[src/logic/svw_pkg.sv]
// Constants and carriers of the supply supervisor, watchdog and memory write gate.
// Assumes one 40 MHz clock; all timing is counted in ticks of a common time base.
package svw_pkg;

  // ********************************************************************
  // Timing
  // ********************************************************************
  localparam int unsigned CLK_PERIOD_NS = 25;
  localparam int unsigned TICK_NS = 100_000;
  localparam int unsigned TICK_CYCLES = (TICK_NS + CLK_PERIOD_NS - 1) / CLK_PERIOD_NS;
  localparam int unsigned WDOG_TIMEOUT_MS = 1600;
  localparam int unsigned RST_TIMEOUT_MS = 200;
  localparam int unsigned WRITE_CYCLE_MS = 5;
  localparam int unsigned DEBOUNCE_MS = 10;
  localparam int unsigned NS_PER_MS = 1_000_000;
  localparam int unsigned WDOG_TICKS = WDOG_TIMEOUT_MS * NS_PER_MS / TICK_NS;
  localparam int unsigned RST_TICKS = (RST_TIMEOUT_MS * NS_PER_MS + TICK_NS - 1) / TICK_NS;
  localparam int unsigned WRITE_TICKS = WRITE_CYCLE_MS * NS_PER_MS / TICK_NS;
  localparam int unsigned DEBOUNCE_TICKS = (DEBOUNCE_MS * NS_PER_MS + TICK_NS - 1) / TICK_NS;

  // ********************************************************************
  // Memory geometry
  // ********************************************************************
  localparam int unsigned ARRAY_BITS = 2048;
  localparam int unsigned ARRAY_BYTES = ARRAY_BITS / 8;
  localparam int unsigned PAGE_BYTES = 16;
  localparam int unsigned ADDR_W = $clog2(ARRAY_BYTES);
  localparam int unsigned PG_W = $clog2(PAGE_BYTES);

  // ********************************************************************
  // Carriers
  // ********************************************************************
  typedef struct packed {
    logic supply_low;
    logic manual_reset_in_n;
    logic watchdog_kick_in;
    logic sda;
    logic reset_pin;
    logic write_protect;
  } svw_pins_type;

  typedef struct packed {
    logic load;
    logic commit;
    logic [ADDR_W-1:0] addr;
    logic [7:0] data;
  } svw_wr_req_type;

  // Synchroniser reset: supply low, pull-ups high, pull-down low
  localparam svw_pins_type SYNC_RST = '{
    supply_low: 1'b1, manual_reset_in_n: 1'b1, watchdog_kick_in: 1'b0,
    sda: 1'b1, reset_pin: 1'b1, write_protect: 1'b0};

endpackage

[src/logic/svw_top.sv]
// Supply supervisor core: reset generation, manual reset debounce, watchdog,
// write protection and page-buffered memory write path.
// Assumes pins arrive asynchronous; write requests come from same-clock logic.
//
// Contract
// - Watchdog expiry after 1.6 s forces reset
// - Without kick pin, data line activity restarts watchdog
// - Either kick edge restarts; host kicks within 1.6 s
// - Manual reset low asserts reset outputs
// - Reset held while low, then one timeout
// - Manual reset input is debounced first
// - External pull on reset pin starts reset
// - Reset released 200 ms after supply recovers
// - Supply low drives both reset outputs active
// - Write protect high blocks all array writes
// - Supply below threshold inhibits all writes
// - Page writes up to 16 bytes, 2k-bit array
// - Reduced option: low output only, no protect
// - Write cycle 5 ms ignores bus access; the code still serves rd_addr reads during the write cycle
`timescale 1ns/10ps
`default_nettype none

module svw_top
  import svw_pkg::*;
#(
  parameter bit HAS_KICK_PIN = 1'b0,
  parameter bit REDUCED = 1'b0,
  parameter int unsigned TICK_CYC = TICK_CYCLES,
  parameter int unsigned WDOG_T = WDOG_TICKS,
  parameter int unsigned RST_T = RST_TICKS,
  parameter int unsigned WRC_T = WRITE_TICKS,
  parameter int unsigned DEB_T = DEBOUNCE_TICKS
) (
  input wire logic clk,
  input wire logic arst_n,
  input wire svw_pins_type pins_in,
  input wire svw_wr_req_type wr_req,
  input wire logic [ADDR_W-1:0] rd_addr,
  output logic [7:0] rd_data,
  output logic reset_high_out,
  output logic reset_low_out,
  output logic reset_low_oe,
  output logic write_allow,
  output logic bus_busy
);

  localparam int unsigned TW = $clog2(TICK_CYC);
  localparam int unsigned CNT_W = $clog2(WDOG_T + 1);

  // ********************************************************************
  // Parameter checks
  // ********************************************************************
  if (TICK_CYC < 2 || WDOG_T < 2 || RST_T < 1 || WRC_T < 1 || DEB_T < 1 ||
      RST_T > WDOG_T || WRC_T > WDOG_T || DEB_T > WDOG_T) begin : g_bad_param
    $error("svw_top: tick counts out of range");
  end

  // ********************************************************************
  // State
  // ********************************************************************
  typedef struct packed {
    svw_pins_type s1;
    svw_pins_type s2;
    logic watch_d;
    logic [TW-1:0] pre;
    logic tick;
    logic mr_deb;
    logic [CNT_W-1:0] deb_cnt;
    logic [CNT_W-1:0] wdog_cnt;
    logic [CNT_W-1:0] hold_cnt;
    logic [CNT_W-1:0] wrc_cnt;
    logic rst;
    logic hi;
    logic [2:0] drv_hist;
    logic busy;
    logic allow;
    logic [ADDR_W-1:0] pg_addr;
    logic [PAGE_BYTES-1:0] pg_vld;
    logic [PAGE_BYTES-1:0][7:0] pg_buf;
    logic [ARRAY_BYTES-1:0][7:0] mem;
    logic [7:0] rd;
  } svw_state_type;

  svw_state_type st;
  svw_state_type next_st;
  logic watch;
  logic kick;
  logic ext_low;
  logic wdog_exp;
  logic src;
  logic [PG_W-1:0] off;

  function automatic logic at_end(input logic [CNT_W-1:0] c, input int unsigned lim);
    return c == CNT_W'(lim - 1);
  endfunction

  // ********************************************************************
  // Next state
  // ********************************************************************
  always_comb begin
    next_st = st;
    next_st.s1 = pins_in;
    next_st.s2 = st.s1;
    // Shared time base
    next_st.tick = (st.pre == TW'(TICK_CYC - 1));
    next_st.pre = next_st.tick ? '0 : st.pre + 1'b1;
    // Watched line, any transition counts
    watch = HAS_KICK_PIN ? st.s2.watchdog_kick_in : st.s2.sda;
    next_st.watch_d = watch;
    kick = watch ^ st.watch_d;
    // Manual reset debounce
    if (st.s2.manual_reset_in_n == st.mr_deb) begin
      next_st.deb_cnt = '0;
    end else if (st.tick) begin
      if (at_end(st.deb_cnt, DEB_T)) begin
        next_st.mr_deb = st.s2.manual_reset_in_n;
        next_st.deb_cnt = '0;
      end else begin
        next_st.deb_cnt = st.deb_cnt + 1'b1;
      end
    end
    // Pin low while nothing of ours drives it
    ext_low = !st.s2.reset_pin && (st.drv_hist == '0) && !st.rst;
    wdog_exp = st.tick && at_end(st.wdog_cnt, WDOG_T) && !st.rst;
    src = st.s2.supply_low || !st.mr_deb || ext_low || wdog_exp;
    // Reset hold
    if (src) begin
      next_st.rst = 1'b1;
      next_st.hold_cnt = '0;
    end else if (st.rst && st.tick) begin
      if (at_end(st.hold_cnt, RST_T)) begin
        next_st.rst = 1'b0;
        next_st.hold_cnt = '0;
      end else begin
        next_st.hold_cnt = st.hold_cnt + 1'b1;
      end
    end
    next_st.hi = next_st.rst && !REDUCED;
    next_st.drv_hist = {st.drv_hist[1:0], st.rst};
    // Watchdog
    if (st.rst || kick || wdog_exp) begin
      next_st.wdog_cnt = '0;
    end else if (st.tick) begin
      next_st.wdog_cnt = st.wdog_cnt + 1'b1;
    end
    // Write cycle timer
    if (st.busy && st.tick) begin
      if (at_end(st.wrc_cnt, WRC_T)) begin
        next_st.busy = 1'b0;
        next_st.wrc_cnt = '0;
      end else begin
        next_st.wrc_cnt = st.wrc_cnt + 1'b1;
      end
    end
    // Page buffer load, offsets wrap inside the page
    off = (st.pg_vld == '0) ? wr_req.addr[PG_W-1:0] : st.pg_addr[PG_W-1:0];
    if (wr_req.load && !st.busy) begin
      if (st.pg_vld == '0) begin
        next_st.pg_addr = wr_req.addr;
      end else begin
        next_st.pg_addr = {st.pg_addr[ADDR_W-1:PG_W], PG_W'(st.pg_addr[PG_W-1:0] + 1'b1)};
      end
      if (st.pg_vld == '0) begin
        next_st.pg_addr = {wr_req.addr[ADDR_W-1:PG_W], PG_W'(wr_req.addr[PG_W-1:0] + 1'b1)};
      end
      next_st.pg_buf[off] = wr_req.data;
      next_st.pg_vld[off] = 1'b1;
    end
    // Commit on stop: if writes allowed, copy valid bytes and start write cycle; page is dropped either way
    if (wr_req.commit && !st.busy && st.pg_vld != '0) begin
      if (st.allow) begin
        for (int i = 0; i < PAGE_BYTES; i++) begin
          if (st.pg_vld[i]) begin
            next_st.mem[{st.pg_addr[ADDR_W-1:PG_W], PG_W'(i)}] = st.pg_buf[i];
          end
        end
        next_st.busy = 1'b1;
        next_st.wrc_cnt = '0;
      end
      next_st.pg_vld = '0;
    end
    next_st.allow = !st.s2.supply_low && !(st.s2.write_protect && !REDUCED);
    next_st.rd = st.mem[rd_addr];
  end

  // ********************************************************************
  // Registers
  // ********************************************************************
  always_ff @(posedge clk or negedge arst_n) begin
    if (!arst_n) begin
      st <= '0;
      st.s1 <= SYNC_RST;
      st.s2 <= SYNC_RST;
      // Idle level of the watched line, so no false edge after reset
      st.watch_d <= !HAS_KICK_PIN;
      st.mr_deb <= 1'b1;
      st.rst <= 1'b1;
      st.hi <= !REDUCED;
    end else begin
      st <= next_st;
    end
  end

  assign reset_high_out = st.hi;
  assign reset_low_out = 1'b0;
  assign reset_low_oe = st.rst;
  assign write_allow = st.allow;
  assign bus_busy = st.busy;
  assign rd_data = st.rd;
endmodule // svw_top

`default_nettype wire

[config.mk]
export PLATFORM = sky130hd
export DESIGN_NAME = svw_top
export DESIGN_NICKNAME = d
export VERILOG_FILES = /design/src/logic/svw_pkg.sv /design/src/logic/svw_top.sv
export SDC_FILE = /design/constraint.sdc
export NUM_CORES = 2
export LEC_CHECK = 0
export BUFFER_PORTS_ARGS = -buffer_cell sky130_fd_sc_hd__buf_2
export CAP_MARGIN = 5
export CELL_PAD_IN_SITES_DETAIL_PLACEMENT = 0
export CELL_PAD_IN_SITES_GLOBAL_PLACEMENT = 1
export CORE_AREA = 2 2 422 424
export CTS_CLUSTER_SIZE = 16
export DETAILED_ROUTE_END_ITERATION = 16
export DIE_AREA = 0 0 424 426
export PLACE_DENSITY = 0.91
export SLEW_MARGIN = 20
export SYNTH_ARGS = -nofsm -noshare
export SYNTH_HDL_FRONTEND = slang
export SYNTH_SLANG_ARGS = --single-unit
[constraint.sdc]
create_clock -name clk -period 6.1 [get_ports clk]
set_clock_uncertainty 0.05 [all_clocks]
set_input_delay 1.22 -clock clk [delete_from_list [all_inputs] [get_ports clk]]
set_output_delay 1.22 -clock clk [all_outputs]
set_load 0.02 [all_outputs]
==> results.json <==
{
  "cts_tree": "done",
  "cap_viol_max_count": 0,
  "syn_inst": 6670,
  "ys_ff_latch": 2295,
  "drtIter0Drc": 8545,
  "fp.coreArea_mm2": 0.1757,
  "place_inst": 8851,
  "grt.total_usage_pct": 39.89,
  "synth_cell_types": 70,
  "fillers": 12140,
  "drc": 0,
  "yosys.area_share.simple_pct": 3.772,
  "dp_slack_ns": 1.278,
  "path_clk_slew_ns": 0.07,
  "grt_max_degree": 180,
  "p_clk_share_pct": 46.4,
  "seqCellArea_mm2": 0.05746,
  "instances_no_fill": 9293,
  "vias": 65400,
  "synthArstFlopShare_pct": 100.0,
  "numCtsBuffers": 224,
  "crit_path_start_kind": "input port",
  "synthFlopType": "dfrtp_1",
  "post-cts-setup-buffers": 0,
  "io_pins": 47,
  "synthAdderAreaFrac_pct": 0.1329,
  "endpoint_kind": "flip-flop",
  "internal_power_uw": 23680,
  "cp_data_arrival_time_ns": 4.93,
  "cts.htree.levels": 4,
  "status": "finished, final reports clean",
  "tightestPinTransition_ns": 1.347,
  "port-buffer-count": 44,
  "grt_pass1_wl_mm": 501.0,
  "p_leak_uw": 0.05574,
  "min_period_over_period_pct": 69.90,
  "maxSlewHeadroom_pct": 10.21,
  "critPathRequiredTime_ns": 6.77,
  "setup_viol": 0,
  "ys_seq_area_share_pct": 55.48,
  "pwr_density_cell_mw_per_mm2": 268.9,
  "start_util_pct": 58.92,
  "die_w_um": 424,
  "grt_pass1_vias": 65390,
  "drive_gt1_share_pct": 46.76,
  "synth-xor-area-share_pct": 0.3130,
  "netSwitchingPower_uw": 7051,
  "die_h_um": 426,
  "vias_per_cell": 7.037,
  "dieArea_mm2": 0.1806,
  "synth-compound-area-share_pct": 2.601,
  "worstSetupPathType": "in -> reg",
  "clock_latency_ns": 0.90,
  "hold_path.class": "in -> async",
  "muxShareOfSynthArea_pct": 35.73,
  "dpl.hpwl_mm": 236.7,
  "final_core_util_pct": 65.04,
  "swShare_pct": 22.94,
  "max-vdd-ir-drop_mv": 0.2609,
  "final.min_clock_period_ns": 4.264,
  "cts_root_buffer": "clkbuf_16",
  "critPathMaxFanout": 53,
  "multi_input_area_mm2": 0.04421,
  "wire_per_inst_um": 38.35,
  "syn_to_final_growth_pct": 10.38,
  "drtPass1Iterations": 6,
  "synth_top_family_by_area": "multiplexers",
  "p_comb_share_pct": 3.7,
  "final_cell_mix": "dfrtp_1, mux2_2, mux4_2",
  "cts_resized": 0,
  "synth_edf_count": 0,
  "setup_tns_ns": 0,
  "num_rows": 154,
  "yosys_warnings": 0,
  "pwr-share-seq_pct": 49.9,
  "cts.sinks": 2295,
  "fin_nets": 6782,
  "netlist_area_mm2": 0.1035,
  "avgSynthCellArea_um2": 15.52,
  "grt_antenna_before_repair": 66,
  "setup_ws_ns": 1.836,
  "max_freq_mhz": 234.5,
  "slew_violations": 0,
  "ant_nets": 0,
  "drt_wl_total_mm": 356.4,
  "ctsHoldBuffers": 0,
  "overflow": 0,
  "final_common_cell": "dfrtp_1",
  "place_congestion": 1.036,
  "syn-num-nets": 6715,
  "rsz0062_at_grt": "false",
  "clockBufferDepth": 3,
  "hold_violations": 0
}
==> worst max-delay path, cell delays in order <==
cell and delay, ns:
buf_8 0.61, buf_12 0.43, mux2i_1 0.16, o221ai_1 0.51
a22oi_1 0.14, nor3_1 1.00, nor4_1 0.16, nor4_1 0.61
==> cells by family after synthesis <==
family	count (synthesis)
AO/OA/AOI/OAI	391
XOR/XNOR	37
adder cells (fa/ha/maj)	11
buffers and inverters	410
flip-flops	2295
multiplexers	2819
other	1
AND/OR/NAND/NOR	706
==> Yosys cell counts (13+ instances only) <==
cell type,n,area [um^2]
mux2_2,1953,21990
buf_2,80,400.4
nand2b_1,14,87.58
nor4_1,14,87.58
o221ai_1,52,455.4
mux2_1,240,2703
mux2i_1,144,1441
nand2_8,30,600.6
xnor2_1,13,113.9
a22oi_1,56,420.4
nand4_1,16,100.1
clkbuf_1,226,848.3
o22ai_1,33,206.5
and3_1,42,262.8
a22o_1,18,157.7
buf_4,46,345.3
o31ai_1,17,127.6
nor3_1,34,170.2
a21oi_1,68,340.3
xor2_1,24,210.2
nand2_2,108,675.7
buf_1,14,52.55
a221oi_1,23,201.4
nor2_1,146,548.0
mux4_2,482,10860
o21ai_0,72,360.4
nand3_1,38,190.2
nor2b_1,13,81.33
buf_6,24,270.3
inv_1,15,56.30
dfrtp_1,2284,57150
nand2_1,212,795.8
==> path summary, 6_finish.rpt <==
check	cells after the start	to	startpoint	slack, ns
hold reg to reg	0	st[2286]$_DFF_PN0_	next_st[2286]$_DFF_PN0_	0.30
setup / recovery	8	rd_data[0]$_DFF_PN0_	rd_addr[0]	1.84
hold / removal	1	st[1571]$_DFFE_PN0P_	arst_n	0.29
min in group clk	0	st[2286]$_DFF_PN0_	next_st[2286]$_DFF_PN0_	0.30
max in group asynchronous	3	st[601]$_DFFE_PN0P_	arst_n	3.96
setup reg to reg	7	st[1489]$_DFFE_PN0P_	st[2196]$_DFFE_PN0P_	1.89
==> flip-flops by register name, indices dropped and copies added, names as in the netlist <==
register	cells
bus_busy	1
reset_high_out	1
rd_data	8
st	2276
watch	1
next_st	7
write_allow	1
==> power by group through the flow <==
stage               clock network (uW)  registers (uW)  logic, uW
floorplan                            0           15500        514
global placement                     0           15600       1130
detailed placement                   0           15600       1140
CTS                              14300           15300       1140
global route                     15000           15300       1220
finish                           14300           15300       1150
==> metrics by stage <==
step | hold slack [ns] | power, uW | instance area, um^2
after floorplan | 0.2812 | 16060 | 103500
after global placement | 0.2863 | 16730 | 106600
after detailed placement | 0.2934 | 16740 | 106700
after CTS | 0.2818 | 30760 | 114200
after global routing | 0.3056 | 31490 | 114200
final | 0.2868 | 30730 | 114300
==> area by class of cell <==
type | count | area share, %
diodes | 33 | 0.07226
multi-input cells | 3965 | 38.68
well taps | 2340 | 2.562
clock inverters | 84 | 0.8835
clock buffers | 325 | 5.703
repair buffers | 234 | 1.769
flip-flops and latches | 2295 | 50.27
inverters | 17 | 0.05693
==> per-layer routing <==
layer  track usage [%]  up-vias  wire (um)
met5                 0        -        451
met4             21.85       44      23300
met3             16.41      962      47700
met2             54.85     3985     149000
met1             53.96    35220     135900
li1                  -    25180          -
No activity file was read; power rests on OpenSTA's default activity.
